[src/pkg/acr_pkg.sv]
package acr_pkg;
   // ----------------------------------------
   // widths
   // ----------------------------------------
   localparam int unsigned DATA_W    = 16;
   localparam int unsigned RES_W     = 12;
   localparam int unsigned CH_W      = 4;
   localparam int unsigned SLOT_N    = 16;
   localparam int unsigned IDX_W     = 4;
   localparam int unsigned CTL_AW    = 5;
   localparam int unsigned MEM_AW    = 16;

   // ----------------------------------------
   // control frame register offsets (word index)
   // ----------------------------------------
   localparam logic [CTL_AW-1:0] OFS_SLOT_MAP_0   = 5'h03;
   localparam logic [CTL_AW-1:0] OFS_SLOT_MAP_1   = 5'h04;
   localparam logic [CTL_AW-1:0] OFS_SLOT_MAP_2   = 5'h05;
   localparam logic [CTL_AW-1:0] OFS_SLOT_MAP_3   = 5'h06;
   localparam logic [CTL_AW-1:0] OFS_REF_SEL      = 5'h1c;
   localparam logic [CTL_AW-1:0] OFS_OFFSET_CORR  = 5'h1d;

   // ----------------------------------------
   // result views (absolute addresses)
   // ----------------------------------------
   localparam logic [MEM_AW-1:0] LEFT_VIEW_BASE   = 16'h7108;
   localparam logic [MEM_AW-1:0] LEFT_VIEW_LAST   = 16'h7117;
   localparam logic [MEM_AW-1:0] RIGHT_VIEW_BASE  = 16'h0b00;
   localparam logic [MEM_AW-1:0] RIGHT_VIEW_LAST  = 16'h0b0f;
   localparam logic [1:0]        LEFT_VIEW_WAITS  = 2'h2;
   localparam logic [1:0]        RIGHT_VIEW_WAITS = 2'h0;

   // ----------------------------------------
   // field layout and reset values
   // ----------------------------------------
   localparam int unsigned REF_SEL_LSB   = 14;
   localparam int unsigned REF_CAL_W     = 14;
   localparam int unsigned OFFSET_W      = 9;
   localparam int unsigned LEFT_PAD_W    = 4;
   localparam logic [DATA_W-1:0] RESET_VALUE = 16'h0000;
   localparam logic [CH_W-1:0]   GROUP_B_BIT = 4'h8;

   typedef enum logic [1:0] {
      ACR_REF_INTERNAL,
      ACR_REF_EXT_2V048,
      ACR_REF_EXT_1V500,
      ACR_REF_EXT_1V024
   } acr_ref_t;
endpackage

[src/verilog/acr_regs.sv]
// Summary of operation
// Bits 15-14 pick internal ref (00) or external 2.048/1.500/1.024 V.
// Software keeps ref select bits 13-0 by read-modify-write.
// Offset correction bits 8-0 hold a 9-bit two's complement trim.
// Offset correction bits 15-9 read as zero and ignore writes.
// Four slot channel map registers hold sixteen 4-bit slot fields.
// Slot values 0-7 pick group A inputs 0-7, 8-15 group B inputs 0-7.
// Cascaded, conversions nine to sixteen land in buffers 8 to 15.
// View 0x7108-0x7117 reads left-justified in 15-4, two wait states.
// View 0x0B00-0x0B0F reads results right-justified, no wait states.
// Right view bits 15-12 read zero; read-only, reset zero.
// Slot n feeds conversion n+1, whose result lands in buffer n; with seq2 alone, not cascaded, the code writes it to buffer n+8.
`timescale 1ns/100ps
module acr_regs (
   input  wire logic                          I_CLK,
   input  wire logic                          I_RSTN,
   // control frame
   input  wire logic                          I_CTL_SEL,
   input  wire logic                          I_CTL_WR,
   input  wire logic [acr_pkg::CTL_AW-1:0]    I_CTL_ADDR,
   input  wire logic [acr_pkg::DATA_W-1:0]    I_CTL_WDATA,
   output logic      [acr_pkg::DATA_W-1:0]    O_CTL_RDATA,
   // result frames
   input  wire logic                          I_RES_RD,
   input  wire logic [acr_pkg::MEM_AW-1:0]    I_RES_ADDR,
   output logic      [acr_pkg::DATA_W-1:0]    O_RES_RDATA,
   output logic                               O_RES_READY,
   // sequencer side
   input  wire logic                          I_CASCADED,
   input  wire logic                          I_SEQ2_ACTIVE,
   input  wire logic [acr_pkg::IDX_W-1:0]     I_CONV_INDEX,
   input  wire logic                          I_RESULT_VALID,
   input  wire logic [acr_pkg::RES_W-1:0]     I_RESULT_DATA,
   output logic      [acr_pkg::CH_W-1:0]      O_SEQUENCE_SLOT_CHANNEL,
   output logic                               O_INPUT_GROUP_B,
   output logic      [2:0]                    O_INPUT_INDEX,
   output logic      [1:0]                    O_REF_SEL,
   output logic                               O_EXTERNAL_REFERENCE_INPUT,
   output logic      [acr_pkg::OFFSET_W-1:0]  O_OFFSET_CORRECTION
);
   import acr_pkg::*;

   // ----------------------------------------
   // registers
   // ----------------------------------------
   logic [DATA_W-1:0]      slot_map_reg [4];
   logic [DATA_W-1:0]      ref_sel_reg;
   logic [OFFSET_W-1:0]    offset_reg;
   logic [CH_W-1:0]        slot_chan_reg;
   logic [1:0]             wait_cnt_reg;
   logic [1:0]             wait_cnt_next;
   logic                   left_reg;
   logic                   busy_reg;

   function automatic logic [CH_W-1:0] slot_field(
      input logic [DATA_W-1:0] word,
      input logic [1:0]        nib
   );
      slot_field = word[nib*CH_W +: CH_W];
   endfunction

   // ----------------------------------------
   // control decode and writes
   // ----------------------------------------
   wire ctl_wr = I_CTL_SEL && I_CTL_WR;
   wire hit_map = I_CTL_ADDR >= OFS_SLOT_MAP_0 && I_CTL_ADDR <= OFS_SLOT_MAP_3;
   wire [1:0] map_idx = 2'(I_CTL_ADDR - OFS_SLOT_MAP_0);
   wire hit_ref = I_CTL_ADDR == OFS_REF_SEL;
   wire hit_off = I_CTL_ADDR == OFS_OFFSET_CORR;

   genvar g;
   generate
      for (g = 0; g < 4; g++) begin : g_map
         always_ff @(posedge I_CLK or negedge I_RSTN) begin
            if (!I_RSTN) begin
               slot_map_reg[g] <= RESET_VALUE;
            end else if (ctl_wr && hit_map && map_idx == 2'(g)) begin
               slot_map_reg[g] <= I_CTL_WDATA;
            end
         end
      end
   endgenerate

   // full word stored: calibration bits are software's to keep
   always_ff @(posedge I_CLK or negedge I_RSTN) begin
      if (!I_RSTN) begin
         ref_sel_reg <= RESET_VALUE;
      end else if (ctl_wr && hit_ref) begin
         ref_sel_reg <= I_CTL_WDATA;
      end
   end

   // bits 15-9 dropped on write
   always_ff @(posedge I_CLK or negedge I_RSTN) begin
      if (!I_RSTN) begin
         offset_reg <= RESET_VALUE[OFFSET_W-1:0];
      end else if (ctl_wr && hit_off) begin
         offset_reg <= I_CTL_WDATA[OFFSET_W-1:0];
      end
   end

   // unmapped control reads return zero
   wire [DATA_W-1:0] ctl_rd =
      hit_map ? slot_map_reg[map_idx] :
      hit_ref ? ref_sel_reg :
      hit_off ? {{(DATA_W-OFFSET_W){1'b0}}, offset_reg} :
      RESET_VALUE;

   always_ff @(posedge I_CLK or negedge I_RSTN) begin
      if (!I_RSTN) begin
         O_CTL_RDATA <= RESET_VALUE;
      end else begin
         O_CTL_RDATA <= ctl_rd;
      end
   end

   // ----------------------------------------
   // reference and trim outputs
   // ----------------------------------------
   wire [1:0] ref_field = ref_sel_reg[REF_SEL_LSB +: 2];
   assign O_REF_SEL = ref_field;
   assign O_EXTERNAL_REFERENCE_INPUT =
      acr_ref_t'(ref_field) != ACR_REF_INTERNAL;
   assign O_OFFSET_CORRECTION = offset_reg;

   // ----------------------------------------
   // slot to channel selection
   // ----------------------------------------
   wire [IDX_W-1:0] slot_idx = I_CONV_INDEX;
   wire [CH_W-1:0] slot_val =
      slot_field(slot_map_reg[slot_idx[3:2]], slot_idx[1:0]);

   always_ff @(posedge I_CLK or negedge I_RSTN) begin
      if (!I_RSTN) begin
         slot_chan_reg <= RESET_VALUE[CH_W-1:0];
      end else begin
         slot_chan_reg <= slot_val;
      end
   end

   assign O_SEQUENCE_SLOT_CHANNEL = slot_chan_reg;
   assign O_INPUT_GROUP_B = |(slot_chan_reg & GROUP_B_BIT);
   assign O_INPUT_INDEX = slot_chan_reg[2:0];

   // ----------------------------------------
   // result buffer write
   // ----------------------------------------
   // seq2 alone writes the upper half; cascade counts straight through
   wire [IDX_W-1:0] wr_idx =
      (I_CASCADED || !I_SEQ2_ACTIVE) ? I_CONV_INDEX :
      {1'b1, I_CONV_INDEX[2:0]};

   logic [RES_W-1:0] mem_rdata;

   acr_result_mem u_mem (
      .i_clk   (I_CLK),
      .i_rstn  (I_RSTN),
      .i_we    (I_RESULT_VALID),
      .i_waddr (wr_idx),
      .i_wdata (I_RESULT_DATA),
      .i_raddr (I_RES_ADDR[IDX_W-1:0]),
      .o_rdata (mem_rdata)
   );

   // ----------------------------------------
   // result read views
   // ----------------------------------------
   wire hit_left = I_RES_ADDR >= LEFT_VIEW_BASE &&
                   I_RES_ADDR <= LEFT_VIEW_LAST;
   wire hit_right = I_RES_ADDR >= RIGHT_VIEW_BASE &&
                    I_RES_ADDR <= RIGHT_VIEW_LAST;
   wire start = I_RES_RD && !busy_reg;

   // base 0x7108 has low nibble 8: index wraps modulo 16 as wanted
   always_comb begin
      wait_cnt_next = wait_cnt_reg;
      if (start) begin
         wait_cnt_next = hit_left ? LEFT_VIEW_WAITS
                                  : RIGHT_VIEW_WAITS;
      end else if (busy_reg && wait_cnt_reg != 2'h0) begin
         wait_cnt_next = wait_cnt_reg - 2'h1;
      end
   end

   always_ff @(posedge I_CLK or negedge I_RSTN) begin
      if (!I_RSTN) begin
         wait_cnt_reg <= 2'h0;
         busy_reg     <= 1'b0;
         left_reg     <= 1'b0;
      end else begin
         wait_cnt_reg <= wait_cnt_next;
         busy_reg     <= start ? 1'b1 :
                         (wait_cnt_reg == 2'h0 ? 1'b0 : busy_reg);
         left_reg     <= start ? hit_left : left_reg;
      end
   end

   // unmapped result addresses answer zero
   logic hit_any_reg;
   always_ff @(posedge I_CLK or negedge I_RSTN) begin
      if (!I_RSTN) begin
         hit_any_reg <= 1'b0;
      end else if (start) begin
         hit_any_reg <= hit_left || hit_right;
      end
   end

   // ----------------------------------------
   // result read data
   // ----------------------------------------
   wire [DATA_W-1:0] left_word =
      {mem_rdata, {LEFT_PAD_W{1'b0}}};
   wire [DATA_W-1:0] right_word =
      {{(DATA_W-RES_W){1'b0}}, mem_rdata};
   wire ready_now = busy_reg && wait_cnt_reg == 2'h0;

   assign O_RES_READY = ready_now;
   assign O_RES_RDATA = !hit_any_reg ? RESET_VALUE :
      left_reg ? left_word : right_word;
endmodule

[src/verilog/acr_result_mem.sv]
`timescale 1ns/100ps
module acr_result_mem (
   input  wire logic                            i_clk,
   input  wire logic                            i_rstn,
   input  wire logic                            i_we,
   input  wire logic [acr_pkg::IDX_W-1:0]       i_waddr,
   input  wire logic [acr_pkg::RES_W-1:0]       i_wdata,
   input  wire logic [acr_pkg::IDX_W-1:0]       i_raddr,
   output logic      [acr_pkg::RES_W-1:0]       o_rdata
);
   import acr_pkg::*;

   logic [RES_W-1:0] mem_reg [SLOT_N];

   genvar g;
   generate
      for (g = 0; g < SLOT_N; g++) begin : g_word
         always_ff @(posedge i_clk or negedge i_rstn) begin
            if (!i_rstn) begin
               mem_reg[g] <= RESET_VALUE[RES_W-1:0];
            end else if (i_we && i_waddr == IDX_W'(g)) begin
               mem_reg[g] <= i_wdata;
            end
         end
      end
   endgenerate

   always_ff @(posedge i_clk or negedge i_rstn) begin
      if (!i_rstn) begin
         o_rdata <= RESET_VALUE[RES_W-1:0];
      end else begin
         o_rdata <= mem_reg[i_raddr];
      end
   end
endmodule

[config.mk]
export PLATFORM = sky130hd
export DESIGN_NAME = acr_regs
export DESIGN_NICKNAME = d
export VERILOG_FILES = /design/src/pkg/acr_pkg.sv /design/src/verilog/acr_regs.sv /design/src/verilog/acr_result_mem.sv
export SDC_FILE = /design/constraint.sdc
export NUM_CORES = 1
export LEC_CHECK = 0
export BUFFER_PORTS_ARGS = -buffer_cell sky130_fd_sc_hd__buf_4
export CAP_MARGIN = 20
export CORE_ASPECT_RATIO = 0.8
export CORE_MARGIN = 2
export CORE_UTILIZATION = 50
export CTS_CLUSTER_DIAMETER = 60
export DETAILED_ROUTE_END_ITERATION = 12
export PLACE_DENSITY = 0.71
export SLEW_MARGIN = 10
export SYNTH_ARGS = -nofsm -noshare
export SYNTH_HDL_FRONTEND = slang
export SYNTH_SLANG_ARGS = --single-unit
[constraint.sdc]
create_clock -name I_CLK -period 1.3 [get_ports I_CLK]
set_input_delay 0.13 -clock I_CLK [delete_from_list [all_inputs] [get_ports I_CLK]]
set_output_delay 0.13 -clock I_CLK [all_outputs]
set_load 0.02 [all_outputs]
==> impl_metrics.ini <==
[power_and_ir_drop]
p_seq_share_pct = 44.4
power_switching_w = 0.007387
p_int_w = 0.02227
power_frac_comb_pct = 21.0
clkPwrFrac_pct = 34.6
switching_share_pct = 24.91
p_leak_nw = 8.712
powerDensity_mw_per_mm2 = 1550
vdd_ir_drop_max_mv = 1.174

[sta]
max_freq_ghz = 0.6053
final-hold-violation-count = 0
relSlewSlack_pct = 71.53
worstMarginPinSlew_ns = 0.4262
fin_crit_sh_pct = 127.1
slew_violations = 0
rsz0062_at_grt = yes
fin_crit_ns = 1.652
fin_ws_ns = -0.3521
setup_viol = 50
skew_ns = 0.02353

[yosys]
yosys_register_bits = 318
yosysTopAreaCellShare_pct = 55.07
ys_dominant_reg_cell = dfrtp_1
synthCells = 931
seq_area_frac_synth_pct = 55.07
synthAdderAreaFrac_pct = 0.4329
muxShareOfSynthArea_pct = 34.92
yosys_warnings = 0
synth_xor_area_share_pct = 0.1212
syn-num-nets = 997
synth_compound_area_share_pct = 3.013
synth_edf_count = 0
async_reset_ff_share_pct = 100.0
yosysMostFrequentCell = dfrtp_1
yosys.area.top_type = dfrtp_1
yosys-top-cells-area = dfrtp_1 55%, mux2_2 22%, mux4_2 12%, a22oi_1 1.5%, clkbuf_1 0.88%
synth_cell_types = 41
avgSynthCellArea_um2 = 15.52
synthTopCellsByCount = 318 x dfrtp_1, 281 x mux2_2, 80 x mux4_2
yosys.area_share.simple_pct = 3.767
synth.cell_area_mm2 = 0.01445
synth_top_family_by_area = multiplexers

[detailed_routing]
wl_per_cell_um = 22.64
drt-initial-drc-count = 616
drc = 0
ant_nets = 0
routed_wl_um = 35340
dr_total_vias = 9166
via_per_inst = 5.872
dr.pass1.iters = 5

[layout]
area_delta_synth_final_pct = 32.38
multiInputGateArea_mm2 = 0.006769
register_area_mm2 = 0.007960
largest_reg_flops = 192
final_cell_count_no_fill = 1561
n_antenna_cell = 0
fillerInstances = 1948
nets = 1233
postLayoutCoreUtil_pct = 67.47
final_layout_size_suffix_gt1_share_pct = 61.96

[clock_network]
cts_tree = yes
cts_sinks = 318
cts_buffers = 34
path_clk_slew_ns = 0.06
clk_latency_ns = 0.51
cts_buffer_depth = 3
cts.htree.levels = 2
root_buffer = clkbuf_16

[floorplan]
die-area_mm2 = 0.03028
pin_count = 114
die_y_um = 156.1
start_util_pct = 50.97
core_area_mm2 = 0.02835
rows = 55
die_w_um = 194.1

[worst_setup_path]
max_stage_delay_ns = 0.44
path_class = reg2out
cp-end-kind = primary output
reg2reg_slack_ns = -0.17
r2r_start = slot_map_reg[17]$_DFFE_PN0P_
path_cells = buf_4 -> nor2b_4 -> and2_4 -> buf_6
slowest_stage = dfrtp_2
cp_max_fo = 4
worstPathArrival_ns = 1.52
worst_r2r_path_depth = 3
worstSetupStartpointType = flop
cp_data_required_time_ns = 1.17
startpoint = left_reg$_DFFE_PN0P_
crit_buf_inv = 2
cpLargestDelayFamily = flip-flops
cp_num_cells = 4

[flow_run]
maxCapViolations = 0

[placement]
portBuffers = 113
place_inst = 1452
gp_congestion = 0.7942
dp_hpwl_um = 23040

[grt]
grt_pass1_wl_um = 55810
antenna_found_initial = 0
grt-ovfl-total = 0
grt_max_degree = 47
grt_pass1_vias = 9609
grtUsageTotal_pct = 23.64

[min_path]
hp-start = I_RESULT_DATA[11]
hold_class = in2reg
whs_path_depth = 2

[outcome]
violations = negative setup slack
status = finished with violations
## stage by stage
stage / hold slack [ns] / setup WS, ns / total power [W] / area, µm² / setup TNS, ns
global route: 0.02399 / -0.4096 / 0.03094 / 19130 / -9.823
detailed placement: 0.04526 / -0.9419 / 0.01897 / 17080 / -97.92
CTS: 0.0002815 / -0.3446 / 0.02972 / 19010 / -6.528
floorplan: -0.1656 / -0.9277 / 0.01689 / 15230 / -68.82
finish: 0.02693 / -0.3521 / 0.02965 / 19130 / -6.977
global placement: 0.04117 / -0.8924 / 0.01869 / 17080 / -93.48
## cell usage in the layout (no fill, tap or decap), drive strengths merged, types with 7 or more instances in the layout
cell type / instances
a222oi: 9
a22o: 8
a22oi: 28
buf: 243
clkbuf: 54
dfrtp: 318
dlygate4sd3: 26
inv: 15
mux2: 281
mux2i: 8
mux4: 80
nand2: 20
nand3: 13
nor2: 9
nor2b: 13
nor3: 7
## worst reg2reg max path, cell delays in order (launching register included)
cell      delay [ns]
dfrtp_1         0.40
mux4_2          0.49
a222oi_1        0.35
inv_1           0.09
## worst paths after layout
path	endpoint
hold / removal	u_mem.mem_reg[59]$_DFFE_PN0P_
setup reg to reg	O_CTL_RDATA[1]$_DFF_PN0_
min in group asynchronous	O_OFFSET_CORRECTION[2]$_DFFE_PN0P_
max in group asynchronous	u_mem.mem_reg[80]$_DFFE_PN0P_
hold reg to reg	u_mem.mem_reg[27]$_DFFE_PN0P_
setup / recovery	O_RES_RDATA[0]
## power by group through the flow
stage          registers [W]  clock network [W]  logic [W]
2_1_floorplan         0.0130                  0    0.00393
3_3_place_gp          0.0132                  0    0.00554
3_5_place_dp          0.0133                  0    0.00571
4_1_cts               0.0131             0.0104    0.00615
5_1_grt               0.0134             0.0109    0.00669
6_report              0.0132             0.0103    0.00622
## layout make-up
cell class	count	share of cell area, %
Sequential cell	318	41.61
Multi-Input combinational cell	525	35.38
Timing Repair Buffer	273	13.95
Clock buffer	50	5.448
Tap cell	370	2.420
Clock inverter	10	0.8241
Inverter	15	0.3597
## routing by layer
layer  vias up  GRT usage [%]  routed length (µm)
li1       3988              -                   -
met3        60          4.410                2177
met4         0          5.736                 621
met1      4859          35.10               16170
met5         -              0                   0
met2       259          36.38               16380
## timing repair
action	in CTS	in global routing
resized for setup	69	13
hold buffers	26	0
hold endpoints to repair	423	0
setup buffers	16	4
cloned	2	2
pin swaps	33	11
endpoints found under the setup margin	97	95
## cells by family after synthesis
| kind of cell | after synthesis |
|---|---|
| fa+ha+maj | 5 |
| simple gates | 94 |
| flops | 318 |
| mux | 369 |
| compound gates | 55 |
| buf+inv | 88 |
| xor+xnor | 2 |
(Power assumes the default switching activity.)
